--- config.mk ---
export PLATFORM = sky130hd
export DESIGN_NAME = mie_exec_core
export DESIGN_NICKNAME = d
export VERILOG_FILES = /design/src/rtl/mie_pkg.sv /design/src/rtl/mie_alu_if.sv /design/src/rtl/mie_exec_core.sv /design/src/rtl/mie_alu.sv /design/src/rtl/mie_ret_stack.sv
export SDC_FILE = /design/constraint.sdc
export NUM_CORES = 1
export LEC_CHECK = 0
export ABC_AREA = 1
export BUFFER_PORTS_ARGS = -buffer_cell sky130_fd_sc_hd__buf_4
export CORE_ASPECT_RATIO = 0.6
export CORE_MARGIN = 2
export CORE_UTILIZATION = 50
export CTS_CLUSTER_SIZE = 8
export DETAILED_ROUTE_END_ITERATION = 8
export PLACE_DENSITY_LB_ADDON = 0.3
export RECOVER_POWER = 50
export SLEW_MARGIN = 30
export SYNTH_ARGS = -nofsm -noshare
export SYNTH_HDL_FRONTEND = slang
export SYNTH_SLANG_ARGS = --single-unit
--- constraint.sdc ---
create_clock -name i_mclk -period 2.06 [get_ports i_mclk]
set_input_delay 0.103 -clock i_mclk [delete_from_list [all_inputs] [get_ports i_mclk]]
set_output_delay 0.103 -clock i_mclk [all_outputs]
set_load 0.01 [all_outputs]
--- src/rtl/mie_pkg.sv ---
// Shared constants, opcodes and state codes for the instruction execution block
package mie_pkg;

  localparam int MIE_PC_W = 10;
  localparam int MIE_DA_W = 5;
  localparam int MIE_STACK_DEPTH = 2;
  localparam logic MIE_RST_LOW = 1'b0;
  localparam logic MIE_RST_HIGH = 1'b1;
  localparam logic [7:0] MIE_BYTE_CLEAR = 8'h00;
  localparam logic [7:0] MIE_BIT_ONE = 8'h01;
  localparam logic [7:0] MIE_STEP_ONE = 8'h01;
  localparam logic [3:0] MIE_BCD_MAX = 4'h9;
  localparam logic [3:0] MIE_BCD_FIX = 4'h6;
  localparam logic [3:0] MIE_NIB_NONE = 4'h0;

  typedef enum logic [4:0] {
    OP_NOP = 5'h00,
    OP_CALL = 5'h01,
    OP_BRANCH = 5'h02,
    OP_ZERO = 5'h03,
    OP_BITCLR = 5'h04,
    OP_CLRWDT = 5'h05,
    OP_INV_MEM = 5'h06,
    OP_INV_ACC = 5'h07,
    OP_BCD = 5'h08,
    OP_DEC_MEM = 5'h09,
    OP_DEC_ACC = 5'h0a,
    OP_SLEEP = 5'h0b,
    OP_INC_MEM = 5'h0c,
    OP_INC_ACC = 5'h0d,
    OP_MOV_A_M = 5'h0e,
    OP_MOV_A_X = 5'h0f,
    OP_MOV_M_A = 5'h10
  } mie_op_t;

  typedef enum logic [4:0] {
    ST_IDLE = 5'b00001,
    ST_READ = 5'b00010,
    ST_EXEC = 5'b00100,
    ST_DUMMY = 5'b01000,
    ST_SLEEP = 5'b10000
  } mie_state_t;

endpackage : mie_pkg

--- src/rtl/mie_alu_if.sv ---
// Operand and result bundle between the sequencer and the datapath
`timescale 1ns/1ps
`default_nettype none
interface mie_alu_if;
  import mie_pkg::*;
  mie_op_t op;
  logic [7:0] operand;
  logic [7:0] work;
  logic [7:0] imm;
  logic [2:0] bit_sel;
  logic acf;
  logic cf;
  logic [7:0] result;
  logic zero;
  logic carry;
  logic wr_mem;
  logic wr_acc;
  logic upd_zero;
  logic upd_carry;
  modport core (output op, operand, work, imm, bit_sel, acf, cf,
                input result, zero, carry, wr_mem, wr_acc, upd_zero, upd_carry);
  modport alu (input op, operand, work, imm, bit_sel, acf, cf,
               output result, zero, carry, wr_mem, wr_acc, upd_zero, upd_carry);
endinterface : mie_alu_if
`default_nettype wire

--- src/rtl/mie_exec_core.sv ---
// Instruction execution sequencer for the call-to-move group of the core
// Operation
// - Call pushes the next address on the stack and loads the target on the same edge.
// - Call takes two instruction cycles.
// - Byte clear writes zero to memory, flags untouched.
// - Bit clear zeroes only the chosen bit, other bits and flags kept.
// - Watchdog clear resets the counter and clears timeout and power-down flags.
// - In-place invert writes the complement back and updates the zero flag.
// - Invert to work register leaves memory alone and updates the zero flag.
// - Decimal fixup adds 6 to low nibble if above 9 or half carry.
// - Decimal fixup adds 6 to high nibble if above 9 or carry.
// - Decimal fixup result goes to data memory, not the work register.
// - Decimal fixup may change only the carry flag, marking sums above 99.
// - In-place count down stores the byte minus one and updates zero.
// - Count down to work register, memory unchanged, zero updated.
// - Sleep halts execution and stops the clock, keeping all contents.
// - Sleep clears the watchdog counter and its prescaler.
// - Sleep sets the power-down flag and clears the timeout flag.
// - In-place count up stores the byte plus one and updates zero.
// - Count up to work register, memory unchanged, zero updated.
// - Branch loads the target and takes two cycles with a dummy cycle.
// - Copy loads the work register from memory or immediate, no flags.
// - Copy stores the work register to memory, no flags.
`timescale 1ns/1ps
`default_nettype none
module mie_exec_core
  import mie_pkg::*;
#(
  parameter int PC_W = MIE_PC_W,
  parameter int DA_W = MIE_DA_W
)(
  input wire logic i_mclk,
  input wire logic i_rstn,
  input wire logic i_ce,
  input wire logic i_instr_valid,
  input wire mie_op_t i_op,
  input wire logic [PC_W-1:0] i_target,
  input wire logic [DA_W-1:0] i_dm_index,
  input wire logic [2:0] i_bit_sel,
  input wire logic [7:0] i_imm,
  input wire logic [7:0] i_dm_rdata,
  input wire logic i_flag_load,
  input wire logic i_half_carry_flag_in,
  input wire logic i_ripple_flag_in,
  input wire logic i_wdt_timeout,
  input wire logic i_wake,
  output logic o_ready,
  output logic [PC_W-1:0] o_pc,
  output logic [PC_W-1:0] o_stack_top,
  output logic [DA_W-1:0] o_dm_addr,
  output logic o_dm_re,
  output logic o_dm_we,
  output logic [7:0] o_dm_wdata,
  output logic [7:0] o_work_register,
  output logic o_zero_flag,
  output logic o_ripple_flag,
  output logic o_half_carry_flag,
  output logic o_watchdog_timeout_flag,
  output logic o_power_down_flag,
  output logic o_wdt_clear,
  output logic o_prescaler_clear,
  output logic o_sleep
);

  typedef struct packed {
    mie_state_t state;
    mie_op_t op;
    logic [PC_W-1:0] target;
    logic [PC_W-1:0] pc;
    logic [DA_W-1:0] dm_addr;
    logic [2:0] bit_sel;
    logic [7:0] imm;
    logic [7:0] work;
    logic zf;
    logic cf;
    logic acf;
    logic tof;
    logic pwr_dn;
    logic dm_re;
    logic dm_we;
    logic [7:0] dm_wdata;
    logic wdt_clr;
    logic presc_clr;
    logic sleep;
    logic ready;
  } mie_core_st_t;

  localparam logic [PC_W-1:0] PC_ONE = PC_W'(1);

  mie_core_st_t core_r;
  mie_core_st_t core_nxt;
  logic stk_push;

  mie_alu_if alu_bus ();

  mie_alu u_alu (
    .a (alu_bus.alu)
  );

  mie_ret_stack #(
    .W (PC_W),
    .DEPTH (MIE_STACK_DEPTH)
  ) u_stack (
    .i_mclk (i_mclk),
    .i_rstn (i_rstn),
    .i_ce (i_ce),
    .i_push (stk_push),
    .i_push_val (core_r.pc + PC_ONE),
    .o_top (o_stack_top)
  );

  // Memory read data is only meaningful in the execute state
  // The data memory does not see the enable, and the read enable is high only in the read state, not in execute
  assign alu_bus.op = core_r.op;
  assign alu_bus.operand = i_dm_rdata;
  assign alu_bus.work = core_r.work;
  assign alu_bus.imm = core_r.imm;
  assign alu_bus.bit_sel = core_r.bit_sel;
  assign alu_bus.acf = core_r.acf;
  assign alu_bus.cf = core_r.cf;

  always_comb
  begin
    core_nxt = core_r;
    core_nxt.dm_re = 1'b0;
    core_nxt.dm_we = 1'b0;
    core_nxt.wdt_clr = 1'b0;
    core_nxt.presc_clr = 1'b0;
    stk_push = 1'b0;
    // Flags produced by arithmetic outside this group load only while idle
    if (i_flag_load && (core_r.state == ST_IDLE))
    begin
      core_nxt.acf = i_half_carry_flag_in;
      core_nxt.cf = i_ripple_flag_in;
    end
    case (core_r.state)
      ST_IDLE:
      begin
        if (i_instr_valid)
        begin
          core_nxt.op = i_op;
          core_nxt.target = i_target;
          core_nxt.dm_addr = i_dm_index;
          core_nxt.bit_sel = i_bit_sel;
          core_nxt.imm = i_imm;
          core_nxt.dm_re = 1'b1;
          core_nxt.ready = 1'b0;
          core_nxt.state = ST_READ;
        end
      end
      ST_READ:
      begin
        core_nxt.state = ST_EXEC;
      end
      ST_EXEC:
      begin
        core_nxt.pc = core_r.pc + PC_ONE;
        core_nxt.state = ST_IDLE;
        core_nxt.ready = 1'b1;
        if (alu_bus.wr_mem)
        begin
          core_nxt.dm_we = 1'b1;
          core_nxt.dm_wdata = alu_bus.result;
        end
        if (alu_bus.wr_acc)
          core_nxt.work = alu_bus.result;
        if (alu_bus.upd_zero)
          core_nxt.zf = alu_bus.zero;
        if (alu_bus.upd_carry)
          core_nxt.cf = alu_bus.carry;
        case (core_r.op)
          OP_CALL:
          begin
            stk_push = 1'b1;
            core_nxt.pc = core_r.target;
            core_nxt.state = ST_DUMMY;
            core_nxt.ready = 1'b0;
          end
          OP_BRANCH:
          begin
            core_nxt.pc = core_r.target;
            core_nxt.state = ST_DUMMY;
            core_nxt.ready = 1'b0;
          end
          OP_CLRWDT:
          begin
            core_nxt.wdt_clr = 1'b1;
            core_nxt.tof = 1'b0;
            core_nxt.pwr_dn = 1'b0;
          end
          OP_SLEEP:
          begin
            core_nxt.wdt_clr = 1'b1;
            core_nxt.presc_clr = 1'b1;
            core_nxt.pwr_dn = 1'b1;
            core_nxt.tof = 1'b0;
            core_nxt.sleep = 1'b1;
            core_nxt.state = ST_SLEEP;
            core_nxt.ready = 1'b0;
          end
          default:
          begin
          end
        endcase
      end
      ST_DUMMY:
      begin
        core_nxt.state = ST_IDLE;
        core_nxt.ready = 1'b1;
      end
      ST_SLEEP:
      begin
        // Nothing but the timeout flag is touched while asleep, so all other contents survive
        if (i_wake)
        begin
          core_nxt.sleep = 1'b0;
          core_nxt.state = ST_IDLE;
          core_nxt.ready = 1'b1;
        end
      end
      default:
      begin
        core_nxt.state = ST_IDLE;
        core_nxt.ready = 1'b1;
      end
    endcase
    // A timeout in the same cycle as a clear must not be lost
    if (i_wdt_timeout)
      core_nxt.tof = 1'b1;
  end

  always_ff @(posedge i_mclk)
  begin
    if (i_rstn == MIE_RST_LOW)
    begin
      core_r <= '0;
      core_r.state <= ST_IDLE;
      core_r.op <= OP_NOP;
      core_r.ready <= 1'b1;
    end
    else if (i_ce)
      core_r <= core_nxt;
  end

  assign o_ready = core_r.ready;
  assign o_pc = core_r.pc;
  assign o_dm_addr = core_r.dm_addr;
  assign o_dm_re = core_r.dm_re;
  assign o_dm_we = core_r.dm_we;
  assign o_dm_wdata = core_r.dm_wdata;
  assign o_work_register = core_r.work;
  assign o_zero_flag = core_r.zf;
  assign o_ripple_flag = core_r.cf;
  assign o_half_carry_flag = core_r.acf;
  assign o_watchdog_timeout_flag = core_r.tof;
  assign o_power_down_flag = core_r.pwr_dn;
  assign o_wdt_clear = core_r.wdt_clr;
  assign o_prescaler_clear = core_r.presc_clr;
  assign o_sleep = core_r.sleep;

  // Checks: every relation except the sleep-hold and dummy-end ones is taken from an execute edge with the enable high
  logic ex_go;
  assign ex_go = (core_r.state == ST_EXEC) && i_ce;
endmodule : mie_exec_core
`default_nettype wire

--- src/rtl/mie_alu.sv ---
// Combinational datapath: result, destination and flag effects per opcode
`timescale 1ns/1ps
`default_nettype none
module mie_alu
  import mie_pkg::*;
(
  mie_alu_if.alu a
);
  logic [7:0] res;
  logic [7:0] corr;
  logic [8:0] sum9;

  always_comb
  begin
    res = a.operand;
    corr = MIE_BYTE_CLEAR;
    sum9 = '0;
    a.wr_mem = 1'b0;
    a.wr_acc = 1'b0;
    a.upd_zero = 1'b0;
    a.upd_carry = 1'b0;
    a.carry = a.cf;
    case (a.op)
      OP_ZERO: begin res = MIE_BYTE_CLEAR; a.wr_mem = 1'b1; end
      OP_BITCLR: begin res = a.operand & ~(MIE_BIT_ONE << a.bit_sel); a.wr_mem = 1'b1; end
      OP_INV_MEM: begin res = ~a.operand; a.wr_mem = 1'b1; a.upd_zero = 1'b1; end
      OP_INV_ACC: begin res = ~a.operand; a.wr_acc = 1'b1; a.upd_zero = 1'b1; end
      OP_BCD:
      begin
        corr[3:0] = ((a.work[3:0] > MIE_BCD_MAX) || a.acf) ? MIE_BCD_FIX : MIE_NIB_NONE;
        corr[7:4] = ((a.work[7:4] > MIE_BCD_MAX) || a.cf) ? MIE_BCD_FIX : MIE_NIB_NONE;
        sum9 = {1'b0, a.work} + {1'b0, corr};
        res = sum9[7:0];
        a.wr_mem = 1'b1;
        a.upd_carry = 1'b1;
        a.carry = sum9[8] | a.cf;
      end
      OP_DEC_MEM: begin res = a.operand - MIE_STEP_ONE; a.wr_mem = 1'b1; a.upd_zero = 1'b1; end
      OP_DEC_ACC: begin res = a.operand - MIE_STEP_ONE; a.wr_acc = 1'b1; a.upd_zero = 1'b1; end
      OP_INC_MEM: begin res = a.operand + MIE_STEP_ONE; a.wr_mem = 1'b1; a.upd_zero = 1'b1; end
      OP_INC_ACC: begin res = a.operand + MIE_STEP_ONE; a.wr_acc = 1'b1; a.upd_zero = 1'b1; end
      OP_MOV_A_M: begin res = a.operand; a.wr_acc = 1'b1; end
      OP_MOV_A_X: begin res = a.imm; a.wr_acc = 1'b1; end
      OP_MOV_M_A: begin res = a.work; a.wr_mem = 1'b1; end
      default: res = a.operand;
    endcase
    a.result = res;
    a.zero = (res == MIE_BYTE_CLEAR);
  end
endmodule : mie_alu
`default_nettype wire

--- src/rtl/mie_ret_stack.sv ---
// Return address stack; a push beyond the depth drops the oldest entry
`timescale 1ns/1ps
`default_nettype none
module mie_ret_stack
  import mie_pkg::*;
#(
  parameter int W = MIE_PC_W,
  parameter int DEPTH = MIE_STACK_DEPTH
)(
  input wire logic i_mclk,
  input wire logic i_rstn,
  input wire logic i_ce,
  input wire logic i_push,
  input wire logic [W-1:0] i_push_val,
  output logic [W-1:0] o_top
);
  typedef struct packed {
    logic [DEPTH-1:0][W-1:0] ent;
  } mie_stk_st_t;

  mie_stk_st_t stk_r;
  mie_stk_st_t stk_nxt;

  always_comb
  begin
    stk_nxt = stk_r;
    if (i_push)
    begin
      for (int k = DEPTH - 1; k > 0; k--)
      begin
        stk_nxt.ent[k] = stk_r.ent[k-1];
      end
      stk_nxt.ent[0] = i_push_val;
    end
  end

  always_ff @(posedge i_mclk)
  begin
    if (i_rstn == MIE_RST_LOW)
      stk_r <= '0;
    else if (i_ce)
      stk_r <= stk_nxt;
  end

  assign o_top = stk_r.ent[0];
endmodule : mie_ret_stack
`default_nettype wire

==> run metrics <==
status finished with violations; failing checks negative setup slack; dpl ws -0.120 ns; Post-Route Skew 0.00820 ns; CP max-delay cell fa_2; crit path time final 2.23 ns; clock-pin slew on the worst setup and hold paths 0.06 ns; Die Y 79.4 um; post-route clock period utilization 1.08; # hold bufs at CTS 0; global placement routability congestion 1.04; drt total wl 14,500 um; most frequent cells in the layout nand2_1, nor2_1, buf_4; Max Fclk 449 MHz; R2R Path End o_zero_flag; global-route wire length before repair 23,000 um; diode count 0; Avg Inst Size Synth 6.75 um^2; core area 9190 um^2; crit-path max FO 3; RR Startpoint o_work_register[2]; Power, Total 0.00414 W; largest net degree at the start of global routing 64; Final Core Density 0.639; CP Data Arrival Time 2.47 ns; worst hold path depth 3; Detailed Place HPWL 10,800 um; Num CTS Buffers 9; share of layout cells above drive strength 1 0.222; clock sinks 83; Distinct cells, synth 43; crit path cell chain nor2_4 -> o21bai_4 -> ha_2 -> fa_2 -> buf_4 -> buf_4 -> nand3_1 -> a21oi_2 -> nor3_2 -> nand2_1 -> nand2_2 -> nand4_1 -> a21oi_1; min setup slack post-route -0.166 ns; MaxCap Viol Count 0; CP most frequent cell buf_4; syn_nets 757; TritonRoute pass-1 iters 7; Data required, critical path 2.31 ns; drt first-iter violations 573; commonest non-fill, non-tap cell in the layout nand2_1; Synth top area share 0.351; fin. max-slew vios 0; top_reg_cell synth dfxtp_1; Worst Hold Class input pin to flip-flop; FF-to-FF setup slack -0.17 ns; antenna violations before repair 0; Nets 853; Site Rows 27; YS warnings 0; Yosys top cell by area dfxtp_1; Synth Cell Area 4740 um^2; EDFF count, synth 0; Worst-Skew Late Latency 0.33 ns; Setup Crit Path Kind flip-flop to flip-flop; CP peak stage delay 0.37 ns; Worst Hold End core_r[57]; die area 10,300 um^2; critical path launch point type flip-flop; CP Capture Type flip-flop; Worst slew margin 0.511; worst slew pin tran 0.732 ns; pwr dens 706 nW/um^2; Die W 130 um; vias in the first global route 4,700; cells on worst reg2reg path 13; DRC 0; port bufs 99; Final Hold Viols 0; top cells by area, synth dfxtp_1, nand2_1, o21ai_0; RSZ-0062 raised after global routing yes; Seq/Total Area, Yosys 0.351; starting density of the core 0.516; via count 5,068; DRT antenna net count 0; Max H-tree Level 3; maximum VDD drop 493 uV; synthesis-stage register bit count 83; Root Driver clkbuf_16; CTS tree done; worst hold margin 0.0278 ns; Overflow after GRT 0; IO Pins 100; Vias/cell 5.44; ys async rst share 0; routed length per placed instance 15.6 um; Synth-to-Final Area Change 24.0%; GRT Overall Usage 0.284; Post-Synthesis Cells 702; final setup TNS -0.459 ns; Pleak 2.63 nW; setup violators final 5; Worst Hold Launch i_target[4]; maximum clock insertion buffer count 2
## critical path: cells and delay by family (launching register included)
family,cells,cell delay [ns]
AOI/OAI and AO/OA,3,0.31
DFF,1,0.33
buffers and inverters,2,0.27
and+or+nand+nor,6,0.66
adders and majority gates,2,0.57
## cell families (layout without fill, tap and decap cells)
logic type,after synthesis,in the layout,share of synthesized area
compound gates,153,153,0.175
xor+xnor,9,9,0.0166
fa+ha+maj,7,7,0.0201
buf+inv,131,231,0.134
flops,83,83,0.351
mux,1,1,0.00238
simple gates,318,318,0.301
## through the flow
step | instance area [um^2] | cells
finish | 5870 | 932
global placement | 5590 | 909
global route | 5870 | 932
CTS | 5910 | 926
floorplan | 4760 | 702
detailed placement | 5590 | 909
## what timing repair did
action | in CTS | in global routing
resized for setup | 5 | 31
setup endpoints to repair | 11 | 21
pin swaps | 4 | 6
buffers inserted | 2 | 6
## sequential cells by signal, summed over array words and instances (netlist names)
name                     flops
o_half_carry_flag            1
o_dm_we                      1
o_dm_re                      1
core_r                      15
o_pc                        10
u_stack.o_top               10
o_prescaler_clear            1
o_watchdog_timeout_flag      1
alu_bus.bit_sel              3
o_power_down_flag            1
alu_bus.imm                  8
o_sleep                      1
alu_bus.op                   5
o_ripple_flag                1
o_wdt_clear                  1
o_dm_wdata                   8
o_ready                      1
o_dm_addr                    5
o_work_register              8
o_zero_flag                  1
## Yosys cell counts (7+ instances only)
library cell,count
nor3_1,11
nand3_1,51
dfxtp_1,83
clkbuf_1,18
a21oi_1,51
nand2_2,11
nor2_1,102
nand2_1,118
buf_4,32
nand4_1,7
o21ai_0,78
inv_1,66
xor2_1,9
## power by group
| part | switching [W] | internal [W] |
|---|---|---|
| Sequential | 0.0000615 | 0.00169 |
| Clock | 0.000623 | 0.000873 |
| Combinational | 0.000552 | 0.000348 |
## routing by layer
layer | global-route usage | routed length (um)
met5 | 0 | 0
met4 | 0.0624 | 93
met2 | 0.419 | 6080
met3 | 0.0697 | 1700
met1 | 0.417 | 6670
## how the worst max path moves through the flow
stage | end | depth (start not counted) | from | slack, ns
final | o_zero_flag | 13 | o_work_register[2] | -0.17
after global routing | o_zero_flag | 16 | o_work_register[2] | -0.30
after CTS | o_zero_flag | 14 | o_work_register[2] | -0.11
after detailed placement | o_zero_flag | 16 | o_work_register[2] | -0.12
after global placement | o_zero_flag | 16 | o_work_register[2] | -0.09
after floorplan | o_zero_flag | 16 | o_work_register[3] | 0.01
## final cells by class
class / count / area (um^2)
Inverter: 74 / 282
Clock buffer: 11 / 253
Timing Repair Buffer: 142 / 918
Fill cell: 889 / 3320
Sequential cell: 83 / 1670
Multi-Input combinational cell: 488 / 2570
Tap cell: 130 / 163
Clock inverter: 4 / 26.3
No activity file was read; power rests on OpenSTA's default activity.
